[config.mk]
export PLATFORM = sky130hd
export DESIGN_NAME = indexed_watchdog_timer
export DESIGN_NICKNAME = d
export VERILOG_FILES = /design/src/inc/wdt_pkg.sv /design/src/hw/unit_tick_gen.sv /design/src/hw/indexed_watchdog_timer.sv
export VERILOG_INCLUDE_DIRS = /design/src /design/src/inc
export SDC_FILE = /design/constraint.sdc
export NUM_CORES = 1
export LEC_CHECK = 0
export BUFFER_PORTS_ARGS = -buffer_cell sky130_fd_sc_hd__buf_2
export CAP_MARGIN = 25
export CORE_ASPECT_RATIO = 1.75
export CORE_MARGIN = 10
export CORE_UTILIZATION = 58
export DETAILED_ROUTE_END_ITERATION = 12
export PLACE_DENSITY = 0.77
export REMOVE_ABC_BUFFERS = 1
export SKIP_CTS_REPAIR_TIMING = 1
export SLEW_MARGIN = 15
export SYNTH_ARGS = -nofsm -noshare
export SYNTH_HDL_FRONTEND = slang
export SYNTH_SLANG_ARGS = --single-unit
[constraint.sdc]
create_clock -name clock -period 3 [get_ports clock]
set_input_delay 0 -clock clock [delete_from_list [all_inputs] [get_ports clock]]
set_output_delay 0 -clock clock [all_outputs]
set_load 0.01 [all_outputs]
[src/inc/wdt_defs.svh]
`ifndef WDT_DEFS_SVH
`define WDT_DEFS_SVH

// configuration port pair
`define WDT_INDEX_PORT 16'h002e
`define WDT_DATA_PORT 16'h002f

// index-port key values
`define WDT_UNLOCK_KEY 8'h87
`define WDT_LOCK_KEY 8'haa

// register indices
`define WDT_REG_BANK 8'h07
`define WDT_REG_ACTIVATE 8'h30
`define WDT_REG_UNIT 8'hf5
`define WDT_REG_COUNT 8'hf6
`define WDT_REG_CTRL 8'hf7

// bank value that selects the watchdog registers
`define WDT_BANK_WATCHDOG 8'h08

// field positions
`define WDT_ACT_ENABLE_BIT 0
`define WDT_UNIT_MINUTE_BIT 3
`define WDT_UNIT_FAST_BIT 4
`define WDT_CTRL_STATUS_BIT 4
`define WDT_CTRL_FORCE_BIT 5
`define WDT_CTRL_KBD_BIT 6
`define WDT_CTRL_MOUSE_BIT 7

// reset values, then fixed read data for locked and unmapped reads
`define WDT_BANK_RST 8'h00
`define WDT_ACTIVATE_RST 8'h00
`define WDT_UNIT_RST 8'h00
`define WDT_COUNT_RST 8'h00
`define WDT_CTRL_RST 8'h00
`define WDT_LOCKED_RDATA 8'hff
`define WDT_UNMAPPED_RDATA 8'h00

// timing
`define WDT_CLK_PERIOD_NS 50
`define WDT_MS_NS 1000000
`define WDT_MS_CYCLES (`WDT_MS_NS / `WDT_CLK_PERIOD_NS)
`define WDT_FAST_DIV 1000
`define WDT_MINUTE_DIV 60

`endif

[src/inc/wdt_pkg.sv]
package wdt_pkg;

    typedef enum logic [1:0] {
        CFG_LOCKED,
        CFG_HALF_KEY,
        CFG_OPEN
    } cfg_state_type;

    typedef struct packed {
        logic wr;
        logic rd;
        logic [15:0] addr;
        logic [7:0] data;
    } io_req_type;

    typedef struct packed {
        logic mouseEn;
        logic kbdEn;
        logic fast;
        logic minutes;
        logic enable;
    } wdt_cfg_type;

endpackage

[src/hw/unit_tick_gen.sv]
`timescale 1ns/1ps
`include "wdt_defs.svh"

module unit_tick_gen #(
    parameter int unsigned MS_CYCLES = `WDT_MS_CYCLES
) (
    // clock and reset
    input wire logic clock,
    input wire logic nrst,
    // control
    input wire logic restart,
    input wire logic minutes,
    input wire logic fast,
    // tick out
    output logic unitTick
);
    logic [24:0] cycCnt_q, cycCnt_d;
    logic [15:0] msCnt_q, msCnt_d;
    logic msTick;
    logic [15:0] msPerUnit;

    // ms per unit: 1, 60, 1000 or 60000
    always_comb begin
        case ({minutes, fast})
            2'b01: msPerUnit = 16'h0001;
            2'b11: msPerUnit = 16'(`WDT_MINUTE_DIV);
            2'b00: msPerUnit = 16'(`WDT_FAST_DIV);
            default: msPerUnit = 16'(`WDT_FAST_DIV * `WDT_MINUTE_DIV);
        endcase
    end

    always_comb begin
        msTick = (cycCnt_q == 25'(MS_CYCLES - 1));
        cycCnt_d = msTick ? 25'h0000000 : cycCnt_q + 25'h0000001;
        msCnt_d = msCnt_q;
        unitTick = 1'b0;
        if (msTick) begin
            if (msCnt_q == msPerUnit - 16'h0001) begin
                unitTick = 1'b1;
                msCnt_d = 16'h0000;
            end else begin
                msCnt_d = msCnt_q + 16'h0001;
            end
        end
        if (restart) begin
            cycCnt_d = 25'h0000000;
            msCnt_d = 16'h0000;
            unitTick = 1'b0;
        end
    end

    always_ff @(posedge clock or negedge nrst) begin
        if (!nrst) begin
            cycCnt_q <= 25'h0000000;
            msCnt_q <= 16'h0000;
        end else begin
            cycCnt_q <= cycCnt_d;
            msCnt_q <= msCnt_d;
        end
    end
endmodule // unit_tick_gen

[src/hw/indexed_watchdog_timer.sv]
// Function
// index port latches index, data port transfers
// host writes index before data access
// two successive unlock keys open configuration
// bank value selects watchdog register bank
// activation bit enables; disabled after reset
// unit bit3: seconds clear, minutes set
// unit bit4 makes ticks thousand times faster
// zero count holds timer stopped; reset zero
// nonzero count sets units before timeout
// count write restarts countdown from value
// control bit6 lets keyboard restart countdown
// control bit5 forces timeout, self clears
// control bit4 reads timeout status
// single lock key closes configuration
// control bit7 lets mouse restart countdown
// data writes ignored while locked
// decrement per tick, stop expired until rewrite
`timescale 1ns/1ps
`include "wdt_defs.svh"

module indexed_watchdog_timer #(
    parameter int unsigned MS_CYCLES = `WDT_MS_CYCLES
) (
    // clock and reset
    input wire logic clock,
    input wire logic nrst,
    // host i/o access
    input wire wdt_pkg::io_req_type ioReq,
    output logic [7:0] ioRdData,
    // activity strobes
    input wire logic kbdActivity,
    input wire logic mouseActivity,
    // timeout
    output logic timeoutOut,
    output logic timeoutStatus
);
    // ---------------- access decode
    logic idxWr, dataWr, dataRd;
    wdt_pkg::cfg_state_type cfgState_q, cfgState_d;
    logic [7:0] index_q, index_d;
    logic [7:0] bank_q, bank_d;
    logic cfgOpen;
    logic wdtWr;

    function automatic logic isWatchdogIdx(input logic [7:0] idx);
        isWatchdogIdx = (idx == `WDT_REG_ACTIVATE) || (idx == `WDT_REG_UNIT)
            || (idx == `WDT_REG_COUNT) || (idx == `WDT_REG_CTRL);
    endfunction

    always_comb begin
        idxWr = ioReq.wr && (ioReq.addr == `WDT_INDEX_PORT);
        dataWr = ioReq.wr && (ioReq.addr == `WDT_DATA_PORT);
        dataRd = ioReq.rd && (ioReq.addr == `WDT_DATA_PORT);
        cfgOpen = (cfgState_q == wdt_pkg::CFG_OPEN);
        // watchdog registers reachable only when open and bank selected
        wdtWr = dataWr && cfgOpen && (bank_q == `WDT_BANK_WATCHDOG);
    end

    // ---------------- lock state machine
    always_comb begin
        cfgState_d = cfgState_q;
        case (cfgState_q)
            wdt_pkg::CFG_LOCKED: begin
                if (idxWr && ioReq.data == `WDT_UNLOCK_KEY) begin
                    cfgState_d = wdt_pkg::CFG_HALF_KEY;
                end
            end
            wdt_pkg::CFG_HALF_KEY: begin
                if (idxWr && ioReq.data == `WDT_UNLOCK_KEY) begin
                    cfgState_d = wdt_pkg::CFG_OPEN;
                end else if (idxWr || dataWr || dataRd) begin
                    cfgState_d = wdt_pkg::CFG_LOCKED;
                end
            end
            wdt_pkg::CFG_OPEN: begin
                if (idxWr && ioReq.data == `WDT_LOCK_KEY) begin
                    cfgState_d = wdt_pkg::CFG_LOCKED;
                end
            end
            default: cfgState_d = wdt_pkg::CFG_LOCKED;
        endcase
    end

    // ---------------- index and bank
    always_comb begin
        index_d = index_q;
        bank_d = bank_q;
        if (idxWr && cfgOpen && ioReq.data != `WDT_LOCK_KEY) begin
            index_d = ioReq.data;
        end
        if (dataWr && cfgOpen && index_q == `WDT_REG_BANK) begin
            bank_d = ioReq.data;
        end
    end

    always_ff @(posedge clock or negedge nrst) begin
        if (!nrst) begin
            cfgState_q <= wdt_pkg::CFG_LOCKED;
            index_q <= 8'h00;
            bank_q <= `WDT_BANK_RST;
        end else begin
            cfgState_q <= cfgState_d;
            index_q <= index_d;
            bank_q <= bank_d;
        end
    end

    // ---------------- watchdog configuration registers
    logic [7:0] activate_q, activate_d;
    logic [7:0] unit_q, unit_d;
    logic [7:0] count_q, count_d;
    logic kbdEn_q, kbdEn_d;
    logic mouseEn_q, mouseEn_d;
    logic countWr, ctrlWr;
    wdt_pkg::wdt_cfg_type cfg;

    always_comb begin
        countWr = wdtWr && (index_q == `WDT_REG_COUNT);
        ctrlWr = wdtWr && (index_q == `WDT_REG_CTRL);
        activate_d = activate_q;
        unit_d = unit_q;
        count_d = count_q;
        kbdEn_d = kbdEn_q;
        mouseEn_d = mouseEn_q;
        if (wdtWr && index_q == `WDT_REG_ACTIVATE) begin
            activate_d = ioReq.data;
        end
        if (wdtWr && index_q == `WDT_REG_UNIT) begin
            unit_d = ioReq.data;
        end
        if (countWr) begin
            count_d = ioReq.data;
        end
        if (ctrlWr) begin
            kbdEn_d = ioReq.data[`WDT_CTRL_KBD_BIT];
            mouseEn_d = ioReq.data[`WDT_CTRL_MOUSE_BIT];
        end
        cfg.enable = activate_q[`WDT_ACT_ENABLE_BIT];
        cfg.minutes = unit_q[`WDT_UNIT_MINUTE_BIT];
        cfg.fast = unit_q[`WDT_UNIT_FAST_BIT];
        cfg.kbdEn = kbdEn_q;
        cfg.mouseEn = mouseEn_q;
    end

    always_ff @(posedge clock or negedge nrst) begin
        if (!nrst) begin
            activate_q <= `WDT_ACTIVATE_RST;
            unit_q <= `WDT_UNIT_RST;
            count_q <= `WDT_COUNT_RST;
            kbdEn_q <= 1'(`WDT_CTRL_RST >> `WDT_CTRL_KBD_BIT);
            mouseEn_q <= 1'(`WDT_CTRL_RST >> `WDT_CTRL_MOUSE_BIT);
        end else begin
            activate_q <= activate_d;
            unit_q <= unit_d;
            count_q <= count_d;
            kbdEn_q <= kbdEn_d;
            mouseEn_q <= mouseEn_d;
        end
    end

    // ---------------- countdown
    logic [7:0] remain_q, remain_d;
    logic expired_q, expired_d;
    logic forceTo;
    logic activityRestart;
    logic restart;
    logic unitTick;
    logic running;
    logic expireNow;

    always_comb begin
        // force bit acts on the write itself, never stored
        forceTo = ctrlWr && ioReq.data[`WDT_CTRL_FORCE_BIT];
        activityRestart = !expired_q && ((cfg.kbdEn && kbdActivity)
            || (cfg.mouseEn && mouseActivity));
        restart = countWr || activityRestart;
        running = cfg.enable && (count_q != 8'h00) && (remain_q != 8'h00)
            && !expired_q;
        expireNow = running && unitTick && (remain_q == 8'h01);
        remain_d = remain_q;
        if (countWr) begin
            remain_d = ioReq.data;
        end else if (activityRestart) begin
            remain_d = count_q;
        end else if (running && unitTick) begin
            remain_d = remain_q - 8'h01;
        end
        // set wins over the clear done by a count rewrite
        expired_d = expired_q;
        if (expireNow || forceTo) begin
            expired_d = 1'b1;
        end else if (countWr) begin
            expired_d = 1'b0;
        end
    end

    always_ff @(posedge clock or negedge nrst) begin
        if (!nrst) begin
            remain_q <= `WDT_COUNT_RST;
            expired_q <= 1'b0;
        end else begin
            remain_q <= remain_d;
            expired_q <= expired_d;
        end
    end

    unit_tick_gen #(
        .MS_CYCLES(MS_CYCLES)
    ) tickGen (
        .clock(clock),
        .nrst(nrst),
        .restart(restart || !running),
        .minutes(cfg.minutes),
        .fast(cfg.fast),
        .unitTick(unitTick)
    );

    assign timeoutOut = expired_q;
    assign timeoutStatus = expired_q;

    // ---------------- read data
    logic [7:0] rdData_q, rdData_d;
    logic [7:0] ctrlRead;

    always_comb begin
        ctrlRead = 8'h00;
        ctrlRead[`WDT_CTRL_MOUSE_BIT] = mouseEn_q;
        ctrlRead[`WDT_CTRL_KBD_BIT] = kbdEn_q;
        ctrlRead[`WDT_CTRL_STATUS_BIT] = expired_q;
        rdData_d = rdData_q;
        if (dataRd) begin
            if (!cfgOpen) begin
                rdData_d = `WDT_LOCKED_RDATA;
            end else if (index_q == `WDT_REG_BANK) begin
                rdData_d = bank_q;
            end else if (bank_q != `WDT_BANK_WATCHDOG || !isWatchdogIdx(index_q)) begin
                rdData_d = `WDT_UNMAPPED_RDATA;
            end else begin
                case (index_q)
                    `WDT_REG_ACTIVATE: rdData_d = activate_q;
                    `WDT_REG_UNIT: rdData_d = unit_q;
                    `WDT_REG_COUNT: rdData_d = remain_q;
                    `WDT_REG_CTRL: rdData_d = ctrlRead;
                    default: rdData_d = `WDT_UNMAPPED_RDATA;
                endcase
            end
        end
    end

    always_ff @(posedge clock or negedge nrst) begin
        if (!nrst) begin
            rdData_q <= 8'h00;
        end else begin
            rdData_q <= rdData_d;
        end
    end

    assign ioRdData = rdData_q;
endmodule // indexed_watchdog_timer

==> impl_metrics.ini <==
[outcome]
status = finished, violations left
violations = hold timing

[power_and_ir_drop]
p_int_mw = 2.08
power.density_nw_per_um2 = 433
power_frac_comb = 0.029
leakagePower_nw = 2.68
p_sw_frac = 0.224
ir_drop_v = 0.000321
pwr-share-seq = 0.512
power.switching_uw = 601
clockPowerShare = 0.459

[die]
fp.dieW_um = 93.2
die-area_sq_um = 13800
rows = 46
fp.coreArea_sq_um = 9090
ios = 40
die_h_um = 148
start_util = 0.597

[critical_path]
cp_max_fo = 8
slowest_delay_ps = 460
slowest_stage = dfrtp_1
crit_chain = inv_1, ha_1, or4_1, a211oi_1, nand4_2, buf_4, o31ai_1, a31oi_1, mux2_2
crit_path_end_kind = register
cp_data_arrival_time_ps = 3030
criticalPathCategory = reg2reg
worstPathBufferInverterCount = 2
worstPathRequired_ps = 3230
cp_top_family = compound AO/OA/AOI/OAI gates
worstSetupStartpointType = register

[sta]
slew_violations = 0
hold_slack_ps = -18.2
setup_viol = 0
max_freq_mhz = 358
clock_skew_ps = 11.3
finalSetupTns_ps = 0
period_share = 0.932
worst_pin_slew_ps = 849
fin_ws_ps = 203
grt_setup_unrepaired = false
max_slew_margin = 0.429
hold_violations = 2
post-route-min-period_ps = 2800

[grt]
antenna_found_initial = 0
grt_max_degree = 67
grt_pass1_vias = 4769
grt_pass1_wl_mm = 23.4
overflow = 0
grt_use_total = 0.210

[clocking]
clk_latency_ps = 350
clkTransAtPathRegs_ps = 70
htreeDepth = 3
cts_tree = done
clock-sinks = 102
clk_path_buf_depth = 2
cts_buffers = 9
root_buffer = clkbuf_16

[logic_synthesis]
syn_inst = 570
ys_seq_area_frac = 0.470
synth_top_flop_cell = dfrtp_1
ys_warn_count = 0
synth-async-reset-ratio = 1.00
ys_ff_latch = 102
synth_edf_count = 0
synth_cell_types = 58
synth.avg_cell_area_sq_um = 9.53
synth_area_sq_um = 5430

[run]
maxCapViolations = 0

[drt]
drc = 0
drt_wl_total_mm = 14.1
first_pass_iters = 6
drt_iter0_markers = 305
post_drt_wl_per_cell_um = 18.9
ant_nets = 0
viasPerCell = 6.29
vias = 4696

[placement]
dp_hpwl_mm = 10.2
dp_cells = 720
pre_cts_ws_ps = 226
port_buffers = 39
routabilityCongestion = 0.906

[final_layout]
nNetsFinal = 661
finalNonFillerCells = 747
drive_gt1_frac = 0.185
antenna_cells = 0
syn_to_final_growth_pct = 13.9

[hold_path]
hold_path.class = in2reg
-- cells by family after synthesis --
group                    after synthesis  share of synthesized area
AND/OR/NAND/NOR                      273                      0.264
flip-flops                           102                      0.470
buffers and inverters                 33                     0.0246
XOR/XNOR                              29                     0.0468
multiplexers                          28                     0.0578
adder cells (fa/ha/maj)                9                     0.0207
AO/OA/AOI/OAI                         96                      0.117
-- power groups by stage --
stage / logic, mW / clock network, mW / registers, mW
finish: 0.0776 / 1.23 / 1.37
global route: 0.0866 / 1.30 / 1.37
CTS: 0.0725 / 1.24 / 1.37
detailed placement: 0.0721 / 0 / 1.40
global placement: 0.0705 / 0 / 1.40
floorplan: 0.00832 / 0 / 1.40
-- cell type report --
| class | count | area, sq um |
|---|---|---|
| inverter | 14 | 52.6 |
| sequential | 102 | 2550 |
| timing repair buffer | 60 | 370 |
| clock buffer | 10 | 239 |
| multi-input combinational | 435 | 2750 |
| fill | 739 | 2910 |
| tap | 120 | 150 |
| clock inverter | 6 | 72.6 |
-- metal layers --
layer	vias to the layer above	track usage	part of all wire
li1	2182	-	-
met1	2294	0.224	0.37
met2	172	0.369	0.54
met3	48	0.0375	0.037
met4	0	0.128	0.045
met5	-	0	0
-- cells in the mapped netlist (2+ instances only) --
cell type  count  area [sq um]
dfrtp_1      102          2550
nand2_1       74           278
nor2_1        63           236
nand3_1       29           145
mux2_2        27           304
o21ai_0       23           115
xor2_1        22           193
a31oi_1       20           125
a21oi_1       18          90.1
inv_1         14          52.6
clkbuf_1      12          45.0
nand4_1       12          75.1
nor3_1        12          60.1
and3_1        11          68.8
nor4_1        11          68.8
or4_1         11          82.6
ha_1           9           113
nand2b_1       9          56.3
a222oi_1       7          70.1
xnor2_1        7          61.3
or3_1          6          37.5
buf_2          5          25.0
a21o_1         4          30.0
a22oi_1        4          30.0
and4_1         4          35.0
or3b_2         4          35.0
a211oi_1       3          22.5
and2_1         3          18.8
nand4b_1       3          26.3
nor3_2         3          30.0
nor4b_1        3          26.3
o211ai_1       3          22.5
a221o_1        2          20.0
a22o_1         2          17.5
nand3b_1       2          15.0
nor3b_1        2          15.0
o31ai_1        2          15.0
or2_2          2          12.5
-- metrics by stage --
stage / area, sq um / total power, mW / util
6_report: 6190 / 2.68 / 0.681
3_3_place_gp: 5780 / 1.47 / 0.636
2_1_floorplan: 5350 / 1.41 / -
4_1_cts: 6090 / 2.68 / 0.670
3_5_place_dp: 5780 / 1.47 / 0.636
5_1_grt: 6190 / 2.76 / 0.681
-- layout by cell type (no fill, tap or decap), types with 11 or more instances in the layout --
cell,instances
nand2_1,74
nand3_1,29
inv_1,14
or4_1,11
and3_1,11
xor2_1,22
o21ai_0,23
a31oi_1,20
nand4_1,12
dfrtp_1,102
buf_2,38
nor3_1,12
mux2_2,27
a21oi_1,18
nor2_1,63
buf_4,16
-- final timing paths --
path                            start                  to  slack, ps  cells after the start
max in group asynchronous        nrst         remain_q[2]       1910                      3
min                          ioReq[7]          count_q[7]        -20                      3
min reg2reg                count_q[1]          count_q[1]        490                      2
max                         unit_q[4]         remain_q[4]        200                      9
max reg2reg                 unit_q[4]         remain_q[4]        200                      9
min in group asynchronous        nrst  tickGen.msCnt_q[0]        290                      2
-- worst min-delay path: stages --
cell     delay, ps
buf_2          170
nand2_1         70
nand2_1         50
-- registers in the layout, indices dropped and copies added (netlist names), 2 cells and up --
signal            count
tickGen.msCnt_q      16
remain_q              8
ioRdData              8
tickGen.cycCnt_q     25
count_q               8
bank_q                8
index_q               8
cfgState_q            2
unit_q                8
activate_q            8
Note: power is estimated with default switching activity, not from simulation.
